File: src/rtl/ste_defines.vh
`ifndef STE_DEFINES_VH
`define STE_DEFINES_VH

// Word framing: one serial word is twenty line bits, one bit per clock.
`define STE_WORD_BITS 20
`define STE_PHASE_LAST 5'h13
`define STE_PHASE_LOAD 5'h0D
`define STE_PHASE_RESET 5'h00

// Transmit latency window in bit times; the load phase above gives 34.
`define STE_LAT_MIN_BITS 34
`define STE_LAT_MAX_BITS 38

// Number of leading IDLE words sent after reset so the far end aligns.
`define STE_START_IDLES 2'h3

// Two-entry buffer holding {frame_valid, error_flag, data[15:0]}.
`define STE_BUF_W 18
`define STE_BUF_DEPTH 2'h2

// Special characters.
`define STE_K28_5 8'hBC
`define STE_K23_7 8'hF7
`define STE_K30_7 8'hFE
`define STE_D5_6 8'hC5
`define STE_D16_2 8'h50

// Pseudorandom generator seed (any non-zero value).
`define STE_PRBS_SEED 7'h7F

`endif

File: src/rtl/ste_encoder.v
// What this block does
// RL1: Capture 16-bit transmit word every word clock; the code captures only with tx_valid_in high and the buffer not full.
// RL2: Partner presents payload with valid high, error low.
// RL3: Bit clock is ten times word clock, both edges.
// RL4: Send 20-bit encoded word, bit zero first.
// RL5: Send commas at start of transmission.
// RL6: Load-to-bit-zero latency fixed within 34..38 bits.
// RL7: Each byte has its own 8b/10b encoder.
// RL8: Standard 8b/10b with running disparity.
// RL9: Valid high, error low: both bytes data.
// RL10: Carrier extend K23.7 pair; error K30.7 pair.
// RL11: No payload sends K28.5 plus D5.6 or D16.2.
// RL12: K28.5 negative disparity is 0011111010.
// RL13: Whole IDLE pair fits one word period.
// RL14: PRBS select feeds 2^7-1 pattern into serializer.
// RL15: PRBS mode ignores word and controls.
// RL16: Partner holds frame valid through frame only.
// RL17: Second IDLE character restores negative disparity.
// RL18: PRBS is x^7+x^6+1, never all zero.
// RL19: Low byte is encoded and sent first.
`timescale 1ns/10ps
`include "ste_defines.vh"

module ste_encoder (
	// Clock and reset.
	input wire sys_clk_in,
	input wire rst_in,
	// Parallel transmit side from the protocol device.
	input wire [15:0] tx_data_in,
	input wire tx_frame_valid_in,
	input wire tx_error_flag_in,
	input wire tx_valid_in,
	output wire tx_ready_out,
	output wire tx_ref_word_clock_out,
	// Test mode.
	input wire prbs_test_select_in,
	// Serial line side.
	input wire ser_ready_in,
	output reg ser_data_out,
	output reg ser_bitclk_out
);

	localparam ST_START = 1'b0;
	localparam ST_RUN = 1'b1;

	reg [4:0] phase_r;
	reg state_r;
	reg [1:0] start_cnt_r;
	reg rd_r;
	reg [19:0] enc_r;
	reg [19:0] shift_r;
	reg [6:0] prbs_r;
	reg [`STE_BUF_W-1:0] buf_mem [0:1];
	reg buf_wp_r;
	reg buf_rp_r;
	reg [1:0] buf_cnt_r;

	wire word_tick;
	wire load_tick;
	wire buf_full;
	wire buf_empty;
	wire push;
	wire pop;
	wire [`STE_BUF_W-1:0] head;
	wire [22:0] prbs_step;

	reg lo_k;
	reg hi_k;
	reg [7:0] lo_b;
	reg [7:0] hi_b;
	reg is_idle;
	wire [10:0] e_lo;
	wire [10:0] e_hi;
	wire [7:0] hi_b_fin;

	// Six-bit sub-block in negative-disparity form, a in the msb.
	function [5:0] ste_t6;
		input [4:0] x;
		input k;
		begin
			case (x)
				5'd0: ste_t6 = 6'b100111;
				5'd1: ste_t6 = 6'b011101;
				5'd2: ste_t6 = 6'b101101;
				5'd3: ste_t6 = 6'b110001;
				5'd4: ste_t6 = 6'b110101;
				5'd5: ste_t6 = 6'b101001;
				5'd6: ste_t6 = 6'b011001;
				5'd7: ste_t6 = 6'b111000;
				5'd8: ste_t6 = 6'b111001;
				5'd9: ste_t6 = 6'b100101;
				5'd10: ste_t6 = 6'b010101;
				5'd11: ste_t6 = 6'b110100;
				5'd12: ste_t6 = 6'b001101;
				5'd13: ste_t6 = 6'b101100;
				5'd14: ste_t6 = 6'b011100;
				5'd15: ste_t6 = 6'b010111;
				5'd16: ste_t6 = 6'b011011;
				5'd17: ste_t6 = 6'b100011;
				5'd18: ste_t6 = 6'b010011;
				5'd19: ste_t6 = 6'b110010;
				5'd20: ste_t6 = 6'b001011;
				5'd21: ste_t6 = 6'b101010;
				5'd22: ste_t6 = 6'b011010;
				5'd23: ste_t6 = 6'b111010;
				5'd24: ste_t6 = 6'b110011;
				5'd25: ste_t6 = 6'b100110;
				5'd26: ste_t6 = 6'b010110;
				5'd27: ste_t6 = 6'b110110;
				5'd28: ste_t6 = k ? 6'b001111 : 6'b001110;
				5'd29: ste_t6 = 6'b101110;
				5'd30: ste_t6 = 6'b011110;
				default: ste_t6 = 6'b101011;
			endcase
		end
	endfunction

	// Four-bit sub-block in negative-disparity form, f in the msb.
	function [3:0] ste_t4;
		input [2:0] y;
		input k;
		input alt;
		begin
			case (y)
				3'd0: ste_t4 = 4'b1011;
				3'd1: ste_t4 = k ? 4'b0110 : 4'b1001;
				3'd2: ste_t4 = k ? 4'b1010 : 4'b0101;
				3'd3: ste_t4 = 4'b1100;
				3'd4: ste_t4 = 4'b1101;
				3'd5: ste_t4 = k ? 4'b0101 : 4'b1010;
				3'd6: ste_t4 = k ? 4'b1001 : 4'b0110;
				default: ste_t4 = (k || alt) ? 4'b0111 : 4'b1110;
			endcase
		end
	endfunction

	function [2:0] ste_ones;
		input [5:0] v;
		integer i;
		begin
			ste_ones = 3'd0;
			for (i = 0; i < 6; i = i + 1)
				ste_ones = ste_ones + {2'b00, v[i]};
		end
	endfunction

	// Returns {disparity after, ten-bit character with a in bit 0}; rd high means positive.
	function [10:0] ste_enc;
		input k;
		input [7:0] b;
		input rd;
		reg [5:0] c6;
		reg [3:0] c4;
		reg r1;
		reg r2;
		reg alt;
		reg [9:0] w;
		integer i;
		begin
			c6 = ste_t6(b[4:0], k);
			r1 = rd;
			if (ste_ones(c6) != 3'd3) // [RL8]
			begin
				if (rd)
					c6 = ~c6;
				r1 = ~rd;
			end
			else if (rd && !k && b[4:0] == 5'd7)
				c6 = ~c6;
			alt = (!r1 && (b[4:0] == 5'd17 || b[4:0] == 5'd18 || b[4:0] == 5'd20)) ||
				(r1 && (b[4:0] == 5'd11 || b[4:0] == 5'd13 || b[4:0] == 5'd14));
			c4 = ste_t4(b[7:5], k, alt);
			r2 = r1;
			if (ste_ones({2'b00, c4}) != 3'd2) // [RL8]
			begin
				if (r1)
					c4 = ~c4;
				r2 = ~r1;
			end
			else if (r1 && (k || b[7:5] == 3'd3)) // [RL8] [RL12]
				c4 = ~c4;
			w = {c6, c4};
			for (i = 0; i < 10; i = i + 1)
				ste_enc[i] = w[9-i]; // [RL4]
			ste_enc[10] = r2;
		end
	endfunction

	// Advances the generator sixteen steps; returns {new state, sixteen bits}.
	function [22:0] ste_prbs16;
		input [6:0] s;
		reg [6:0] t;
		reg [15:0] o;
		integer i;
		begin
			t = (s == 7'h00) ? `STE_PRBS_SEED : s; // [RL18]
			o = 16'h0000;
			for (i = 0; i < 16; i = i + 1)
			begin
				o[i] = t[6];
				t = {t[5:0], t[6] ^ t[5]}; // [RL18]
			end
			ste_prbs16 = {t, o};
		end
	endfunction

	// One word period is twenty clocks; the line carries one bit per clock.
	assign word_tick = (phase_r == `STE_PHASE_LAST);
	assign load_tick = (phase_r == `STE_PHASE_LOAD);
	assign tx_ref_word_clock_out = word_tick;

	assign buf_full = (buf_cnt_r == `STE_BUF_DEPTH);
	assign buf_empty = (buf_cnt_r == 2'h0);
	assign tx_ready_out = !buf_full;
	assign push = word_tick && tx_valid_in && !buf_full; // [RL1]
	// Draining stops while the line is not ready, so the buffer really fills.
	assign pop = word_tick && !buf_empty && ser_ready_in && state_r == ST_RUN;
	assign head = buf_mem[buf_rp_r];
	assign prbs_step = ste_prbs16(prbs_r);

	always @*
	begin
		lo_k = 1'b0;
		hi_k = 1'b0;
		lo_b = head[7:0]; // [RL19]
		hi_b = head[15:8];
		is_idle = 1'b0;
		if (prbs_test_select_in) // [RL15]
		begin
			lo_b = prbs_step[7:0]; // [RL14]
			hi_b = prbs_step[15:8];
		end
		else if (!pop || {head[17], head[16]} == 2'b00) // [RL5] [RL11]
		begin
			is_idle = 1'b1;
			lo_k = 1'b1;
			lo_b = `STE_K28_5; // [RL12]
		end
		else if (head[16]) // [RL10]
		begin
			lo_k = 1'b1;
			hi_k = 1'b1;
			lo_b = head[17] ? `STE_K30_7 : `STE_K23_7;
			hi_b = lo_b;
		end
		// Frame valid high with error low leaves both bytes as data. [RL9] [RL2] [RL16]
	end

	// Separate encoders per byte, chained through running disparity. [RL7]
	assign e_lo = ste_enc(lo_k, lo_b, rd_r);
	assign hi_b_fin = is_idle ? (e_lo[10] ? `STE_D16_2 : `STE_D5_6) : hi_b; // [RL17]
	assign e_hi = ste_enc(hi_k, hi_b_fin, e_lo[10]);

	always @(posedge sys_clk_in or posedge rst_in)
	begin
		if (rst_in)
		begin
			phase_r <= `STE_PHASE_RESET;
			state_r <= ST_START;
			start_cnt_r <= `STE_START_IDLES;
			rd_r <= 1'b0;
			enc_r <= 20'h0_0000;
			prbs_r <= `STE_PRBS_SEED;
		end
		else
		begin
			phase_r <= word_tick ? `STE_PHASE_RESET : phase_r + 5'h01;
			if (word_tick)
			begin
				enc_r <= {e_hi[9:0], e_lo[9:0]}; // [RL13] [RL19]
				rd_r <= e_hi[10]; // [RL8]
				if (prbs_test_select_in)
					prbs_r <= prbs_step[22:16]; // [RL14]
				case (state_r)
					ST_START:
					begin
						if (start_cnt_r == 2'h1)
							state_r <= ST_RUN;
						start_cnt_r <= start_cnt_r - 2'h1;
					end
					default:
						state_r <= ST_RUN;
				endcase
			end
		end
	end

	// Two-entry buffer between the capture edge and the encoders.
	always @(posedge sys_clk_in or posedge rst_in)
	begin
		if (rst_in)
		begin
			buf_wp_r <= 1'b0;
			buf_rp_r <= 1'b0;
			buf_cnt_r <= 2'h0;
		end
		else
		begin
			if (push)
				buf_wp_r <= ~buf_wp_r;
			if (pop)
				buf_rp_r <= ~buf_rp_r;
			if (push && !pop)
				buf_cnt_r <= buf_cnt_r + 2'h1;
			else if (pop && !push)
				buf_cnt_r <= buf_cnt_r - 2'h1;
		end
	end

	always @(posedge sys_clk_in)
	begin
		if (push)
			buf_mem[buf_wp_r] <= {tx_frame_valid_in, tx_error_flag_in, tx_data_in}; // [RL1]
	end

	// The load phase is fixed, so latency cannot drift once running. [RL6]
	always @(posedge sys_clk_in or posedge rst_in)
	begin
		if (rst_in)
		begin
			shift_r <= 20'h0_0000;
			ser_data_out <= 1'b0;
			ser_bitclk_out <= 1'b0;
		end
		else
		begin
			ser_bitclk_out <= ~ser_bitclk_out; // [RL3]
			if (load_tick)
			begin
				ser_data_out <= enc_r[0]; // [RL4] [RL6]
				shift_r <= {1'b0, enc_r[19:1]};
			end
			else
			begin
				ser_data_out <= shift_r[0]; // [RL3]
				shift_r <= {1'b0, shift_r[19:1]};
			end
		end
	end

endmodule // ste_encoder

File: config.mk
export PLATFORM = sky130hd
export DESIGN_NAME = ste_encoder
export DESIGN_NICKNAME = d
export VERILOG_FILES = /design/src/rtl/ste_encoder.v
export VERILOG_INCLUDE_DIRS = /design/src /design/src/rtl
export SDC_FILE = /design/constraint.sdc
export NUM_CORES = 1
export LEC_CHECK = 0
export ABC_AREA = 1
export BUFFER_PORTS_ARGS = -buffer_cell sky130_fd_sc_hd__buf_2
export CORE_MARGIN = 3
export CORE_UTILIZATION = 50
export DETAILED_ROUTE_END_ITERATION = 10
export GPL_TIMING_DRIVEN = 1
export PLACE_DENSITY = 0.73
export SLEW_MARGIN = 20
export SYNTH_ARGS = -nofsm -noshare
export SYNTH_HDL_FRONTEND = slang
export SYNTH_SLANG_ARGS = --single-unit
File: constraint.sdc
create_clock -name sys_clk_in -period 10.7 [get_ports sys_clk_in]
set_input_delay 2.675 -clock sys_clk_in [delete_from_list [all_inputs] [get_ports sys_clk_in]]
set_output_delay 2.675 -clock sys_clk_in [all_outputs]
set_load 0.01 [all_outputs]
# Word level (Yosys, flattened, before mapping)
# Memories as Yosys holds them, arrays and structs flattened.
# Index checks and enable logic that the tools add are counted.
[word_totals]
reg_bits = 62
mem_bits_rw = 36
n_memories = 1
inputBits = 23
output_inout_bits = 4
[memory_table]
columns = ["name", "words", "word_bits", "read_ports", "rd_ports_with_merged_regs", "write_ports", "line", "rtl"]
rows = [
  ["buf_mem", 2, 18, 1, 0, 1, "ste_encoder.v:53", "reg [`STE_BUF_W-1:0] buf_mem [0:1];"],
]
[op_classes]
n_reduce_logical = 50
n_mux = 58
add_sub_neg = 20
eq_ne = 80
bitwise_logic = 28
[ops]
columns = ["cell", "n"]
rows = [
  ["$pmux W6 S31", 2],
  ["$eq A5 B5 Y1 const B", 31],
  ["$eq A5 B4 Y1 const B", 17],
  ["$mux W4", 17],
  ["$mux W8", 8],
  ["$pmux W4 S7", 2],
  ["$eq A5 B3 Y1 const B", 8],
  ["$mux W6", 6],
  ["$add A3 B1 Y3", 8],
  ["$eq A5 B2 Y1 const B", 4],
  ["$mux W19", 1],
  ["$eq A3 B3 Y1 const B", 6],
  ["$mux W1", 18],
  ["$logic_and A1 B1 Y1", 17],
  ["$xor A1 B1 Y1", 16],
  ["$logic_or A1 B1 Y1", 15],
  ["$add A2 B1 Y3", 4],
  ["$eq A3 B2 Y1 const B", 4],
  ["$ne A3 B2 Y1 const B", 4],
  ["$not A6 Y6", 2],
  ["$eq A5 B1 Y1 const B", 2],
  ["$logic_not A5 Y1", 2],
  ["$add A1 B1 Y2", 4],
  ["$logic_not A1 Y1", 8],
  ["other kinds (16)", 30],
]

# Logic depth before layout (Yosys ltp)
[depth]
ltp_word = 51
mapped_depth = 82

# Least setup slack after synthesis
# Ideal clock, no wire load.
[synth_path]
path_type = "input port to flip-flop"
start = "input ser_ready_in"
end = "register enc_r[19]"
required_ps = 10634
slack_ps = -2524
setup_time_ps = 66
arrival_ps = 13158
path_buffers = 0
stages = 74
path_cell_list = "nand2_1 -> nor2_2 -> nand3_4 -> o21ai_4 -> nand2_2 -> clkinv_1 -> nand2_1 -> nor2_1 -> nand2_1 -> nand3_1 -> nor2_1 -> nand2_2 -> nand2_1 -> fa_1 -> inv_1 -> fa_1 -> inv_1 -> ha_1 -> [38 not listed] -> nand2_1 -> o21ai_0 -> nand3_2 -> nand2_1 -> fa_1 -> inv_1 -> ha_1 -> ha_1 -> inv_1 -> nor3_1 -> inv_1 -> a31oi_1 -> nand2_1 -> nand2_1 -> inv_1 -> nand3_1 -> nand3_1 -> nand2_1"
[synth_between]
elab_chain_len = 48
[synth_lines]
columns = ["item", "line", "rtl"]
rows = [
  ["start, declared", "ste_encoder.v:38", "input wire ser_ready_in,"],
  ["$logic_and A1 B1 Y1 (*) (2 in a row)", "ste_encoder.v:217", "assign pop = word_tick && !buf_empty && ser_ready_in && state_r == ST_RUN;"],
  ["$logic_not A1 Y1 (*)", "ste_encoder.v:233", "else if (!pop || {head[17], head[16]} == 2'b00)"],
  ["$logic_or A1 B1 Y1 (*)", "ste_encoder.v:233", ""],
  ["$mux W8 / $mux W1 (equally long branches)", "ste_encoder.v:233", ""],
  ["$mux W8 / $mux W1 (equally long branches)", "ste_encoder.v:228", "if (prbs_test_select_in)"],
  ["$eq A5 B5 Y1, or another cell as far along", "ste_encoder.v:81", "case (x)"],
  ["$pmux W6 S31", "ste_encoder.v:81", ""],
  ["$add A1 B1 Y2", "ste_encoder.v:143", "ste_ones = ste_ones + {2'b00, v[i]};"],
  ["[31 not listed]", "--", ""],
  ["$logic_or A1 B1 Y1", "ste_encoder.v:132", "default: ste_t4 = (k || alt) ? 4'b0111 : 4'b1110;"],
  ["$mux W4", "ste_encoder.v:132", ""],
  ["$pmux W4 S7", "ste_encoder.v:124", "case (y)"],
  ["$add A1 B1 Y2", "ste_encoder.v:143", ""],
  ["$add A2 B1 Y3", "ste_encoder.v:143", ""],
  ["$add A3 B1 Y3", "ste_encoder.v:143", ""],
  ["$ne A3 B2 Y1", "ste_encoder.v:174", "if (ste_ones({2'b00, c4}) != 3'd2)"],
  ["$mux W4 (*)", "ste_encoder.v:174", ""],
  ["end signal, assigned", "ste_encoder.v:270", "enc_r <= {e_hi[9:0], e_lo[9:0]};"],
  ["end, declared", "ste_encoder.v:50", "reg [19:0] enc_r;"],
]
# Mark *: on every way between the ends. The rest lies on a longest branch, timed or not.
# A chain may end at the register's enable or synchronous reset.

# Worst setup path in the final report
[layout_path]
start = "input ser_ready_in"
end = "register enc_r[16]"
# The elaborated chain is that of the path after synthesis.

==> impl_results.md <==
- Leakage power: 4.82 nW
- Via count: 6748
- Sequential area share after synthesis: 40.3%
- Worst Reg-to-Reg Cells: 74
- Yosys cell types: 52
- First-pass GRT wire length: 30200 µm
- Final wirelength: 19300 µm
- Status: complete, but fails checks
- Dpl ws: -2.90 ns
- First drt pass iteration count: 7
- Clk_lat worst skew: 0.35 ns
- Synth area leaders: dfrtp_1 (20%), edfxtp_1 (17%), nand2_1 (15%), nand3_1 (6.5%), inv_1 (5.4%)
- Die footprint: 0.0144 mm²
- CP max-delay cell: fa_1
- Final Setup Violations: 11
- Max Freq: 73.0 MHz
- Largest net degree at the start of global routing: 62
- Setup TNS: -22.80 ns
- Placed cells: 1181
- Pwr/cell area: 342 mW/mm²
- Area delta synth->final: 46.1%
- Nets: 1145
- Syn_nets: 882
- Register area: 0.00262 mm²
- Slew Viols, Final: 0
- Clk pwr share: 9.8%
- Post-synth EDFFs: 36
- Overflow after GRT: 0
- Filler instances: 850
- Clk sinks: 97
- Final WS setup: -3.00 ns
- Gpl congestion: 0.992
- Largest family of logic cells by synthesized area: simple AND/OR/NAND/NOR gates
- Tcrit/Tclk final: 128%
- Seq pwr share: 14.4%
- Post-synthesis mux area share: 2.91%
- Worst Skew: 0.00842 ns
- Final ANT Viol Nets: 0
- Wire per inst: 15.1 µm
- Tmin final: 13.70 ns
- Reg clk slew, reported paths: 0.06 ns
- Iteration-0 DRC Markers: 573
- Gr usage total: 25.6%
- TritonCTS clock tree: done
- Input/output buffers: 26
- Hold slack: 0.410 ns
- Prevailing post-synth register cell: dfrtp_1
- Die Ht: 120 µm
- Final std cells w/o fill: 1278
- Number of buffers created by CTS: 9
- Final hold violations: 0
- Synth Area in XOR/XNOR: 1.35%
- NetSw: 1.50 mW
- Core Box Area: 0.0127 mm²
- Worst VDD drop: 0.307 mV
- IO Count: 27
- Synth async-reset ratio: 62.9%
- Worst rel slew slack: 45.5%
- Mapped Area: 0.00650 mm²
- Vias in the first global route: 6526
- Area occupied by multi-input gates: 0.00392 mm²
- Share of layout cells above drive strength 1: 44.2%
- Yosys top cell area share: 20.0%
- HPWL Detailed: 11900 µm
- Mapped Cells: 838
- RSZ-0062 raised after global routing: yes
- Crit-path max cell delay: 0.54 ns
- Worst EP required: 10.94 ns
- Antenna violations before repair: 0
- Fin area: 0.00949 mm²
- Standard-cell rows: 41
- Critical-path maximum fanout: 8
- Tightest Hold Check Type: reg -> reg
- H-tree depth: 3
- DR DRC count: 0
- MaxCap Viol Count: 0
- WS Path Type: in -> reg
- Post-synth top cells: nand2_1 (259), inv_1 (93), nand3_1 (84)
- Internal Power: 1.75 mW
- Vias/cell: 5.28
- Clock Path Buffers: 2
- Worst-Margin Slew: 0.815 ns
- Crit-path most repeated cell: inv_2
- Syn_area_per_cell: 7.76 µm²
- Post-Place Cell Area: 0.00816 mm²
- Synth Area in Compound Gates: 7.51%
- Post-Synth Simple-Gate Area: 35.2%
- CP Launch Type: primary input
- Failing checks: setup timing
- Synthesis-stage register bit count: 97
- Die Span X: 120 µm
- Clock Tree Root: clkbuf_16
- Combinational power share: 75.8%
- Util after Layout: 74.9%
- CTS Hold Buffers Added: 0
- Sw Ratio: 46.1%
- Element type at the critical path end: register
- Initial Utilization: 51.3%
- Synth Warn #: 0
- WHS Path Cells: 1
- Adder-cell share of the synthesized area: 4.97%
- Total Power: 3.24 mW
- Cell taking the most area after synthesis: dfrtp_1
- Crit path DAT: 13.93 ns
- Number of inserted diodes: 0
- Most frequent cell after synthesis: nand2_1
-- layout make-up --
type / count / share of cell area [%]
tap: 172 / 2.27
inverter: 105 / 4.41
clock buffer: 10 / 2.41
multi-input combinational: 619 / 41.3
timing repair inverter: 1 / 0.0791
timing repair buffer: 268 / 21.3
sequential: 97 / 27.6
clock inverter: 6 / 0.698
-- placed cells by master, fill, tap and decap left out, types with 4 or more instances in the layout --
cell and count:
mux2_2 15, clkbuf_16 9, nor2_4 11, buf_2 25, o21ai_4 5, dfstp_2 9, nand2_4 18, nand2_2 38
nand3_1 67, dfrtp_1 52, nor2_1 59, buf_6 13, a31oi_1 4, nor2_2 19, o21ai_0 27, nand4_1 9
xor2_1 7, nand2_8 6, inv_4 6, inv_1 75, ha_1 7, or2_2 4, o21ai_2 4, a21oi_1 13
buf_4 228, nand2_1 220, nor3_4 4, nor3_1 4, edfxtp_1 36, o21ai_1 11, inv_2 22, fa_1 7
nand3_2 21
-- state kept, by name, summed over array words and instances, names as in the netlist --
register and flops:
buf_mem 36, enc_r 20, shift_r 19, prbs_r 7
phase_r 5, buf_cnt_r 2, start_cnt_r 2, buf_rp_r 1
buf_wp_r 1, rd_r 1, ser_bitclk_out 1, ser_data_out 1
state_r 1
-- worst max-delay path, delay by kind of cell --
family	cells	cell delay [ns]
fa+ha+maj	14	5.20
simple gates	36	4.03
compound gates	5	0.49
buf+inv	21	1.51
-- repair_timing --
action / CTS / global route
hold endpoints to repair: 0 / 0
cloned: 3 / 0
gates resized for setup: 28 / 87
endpoints found under the setup margin: 11 / 11
buffers inserted: 59 / 20
pin swaps: 29 / 61
-- per-layer routing --
metal,vias up,wire length [µm],global-route usage (%)
met5,-,0,0
met1,3112,7760,32.2
li1,3236,-,-
met2,297,9600,44.3
met3,103,1070,3.49
met4,0,857,11.0
-- power groups by stage --
stage,Clock (mW),Combinational [mW],Sequential (mW)
4_1_cts,0.323,1.84,0.466
3_5_place_dp,0,1.45,0.473
2_1_floorplan,0,0.940,0.468
6_report,0.318,2.46,0.468
3_3_place_gp,0,1.42,0.471
5_1_grt,0.338,2.65,0.472
-- final timing paths --
check                                           end                      from  slack, ns
max                           enc_r[16]$_DFFE_PP0N_              ser_ready_in      -3.00
min                        ser_bitclk_out$_DFF_PP0_  ser_bitclk_out$_DFF_PP0_       0.41
max reg2reg                   enc_r[16]$_DFFE_PP0N_     prbs_r[0]$_DFFE_PP1P_      -1.39
min reg2reg                ser_bitclk_out$_DFF_PP0_  ser_bitclk_out$_DFF_PP0_       0.41
max in group asynchronous  buf_cnt_r[1]$_DFFE_PP0P_                    rst_in       7.63
min in group asynchronous     shift_r[13]$_DFF_PP0_                    rst_in       2.55
-- cell families (layout without fill, tap and decap cells) --
family	after synthesis	count (layout)
flip-flops	97	97
AO/OA/AOI/OAI	77	78
multiplexers	17	17
XOR/XNOR	10	10
buffers and inverters	123	390
adder cells (fa/ha/maj)	21	21
AND/OR/NAND/NOR	493	493
(Power assumes the default switching activity.)
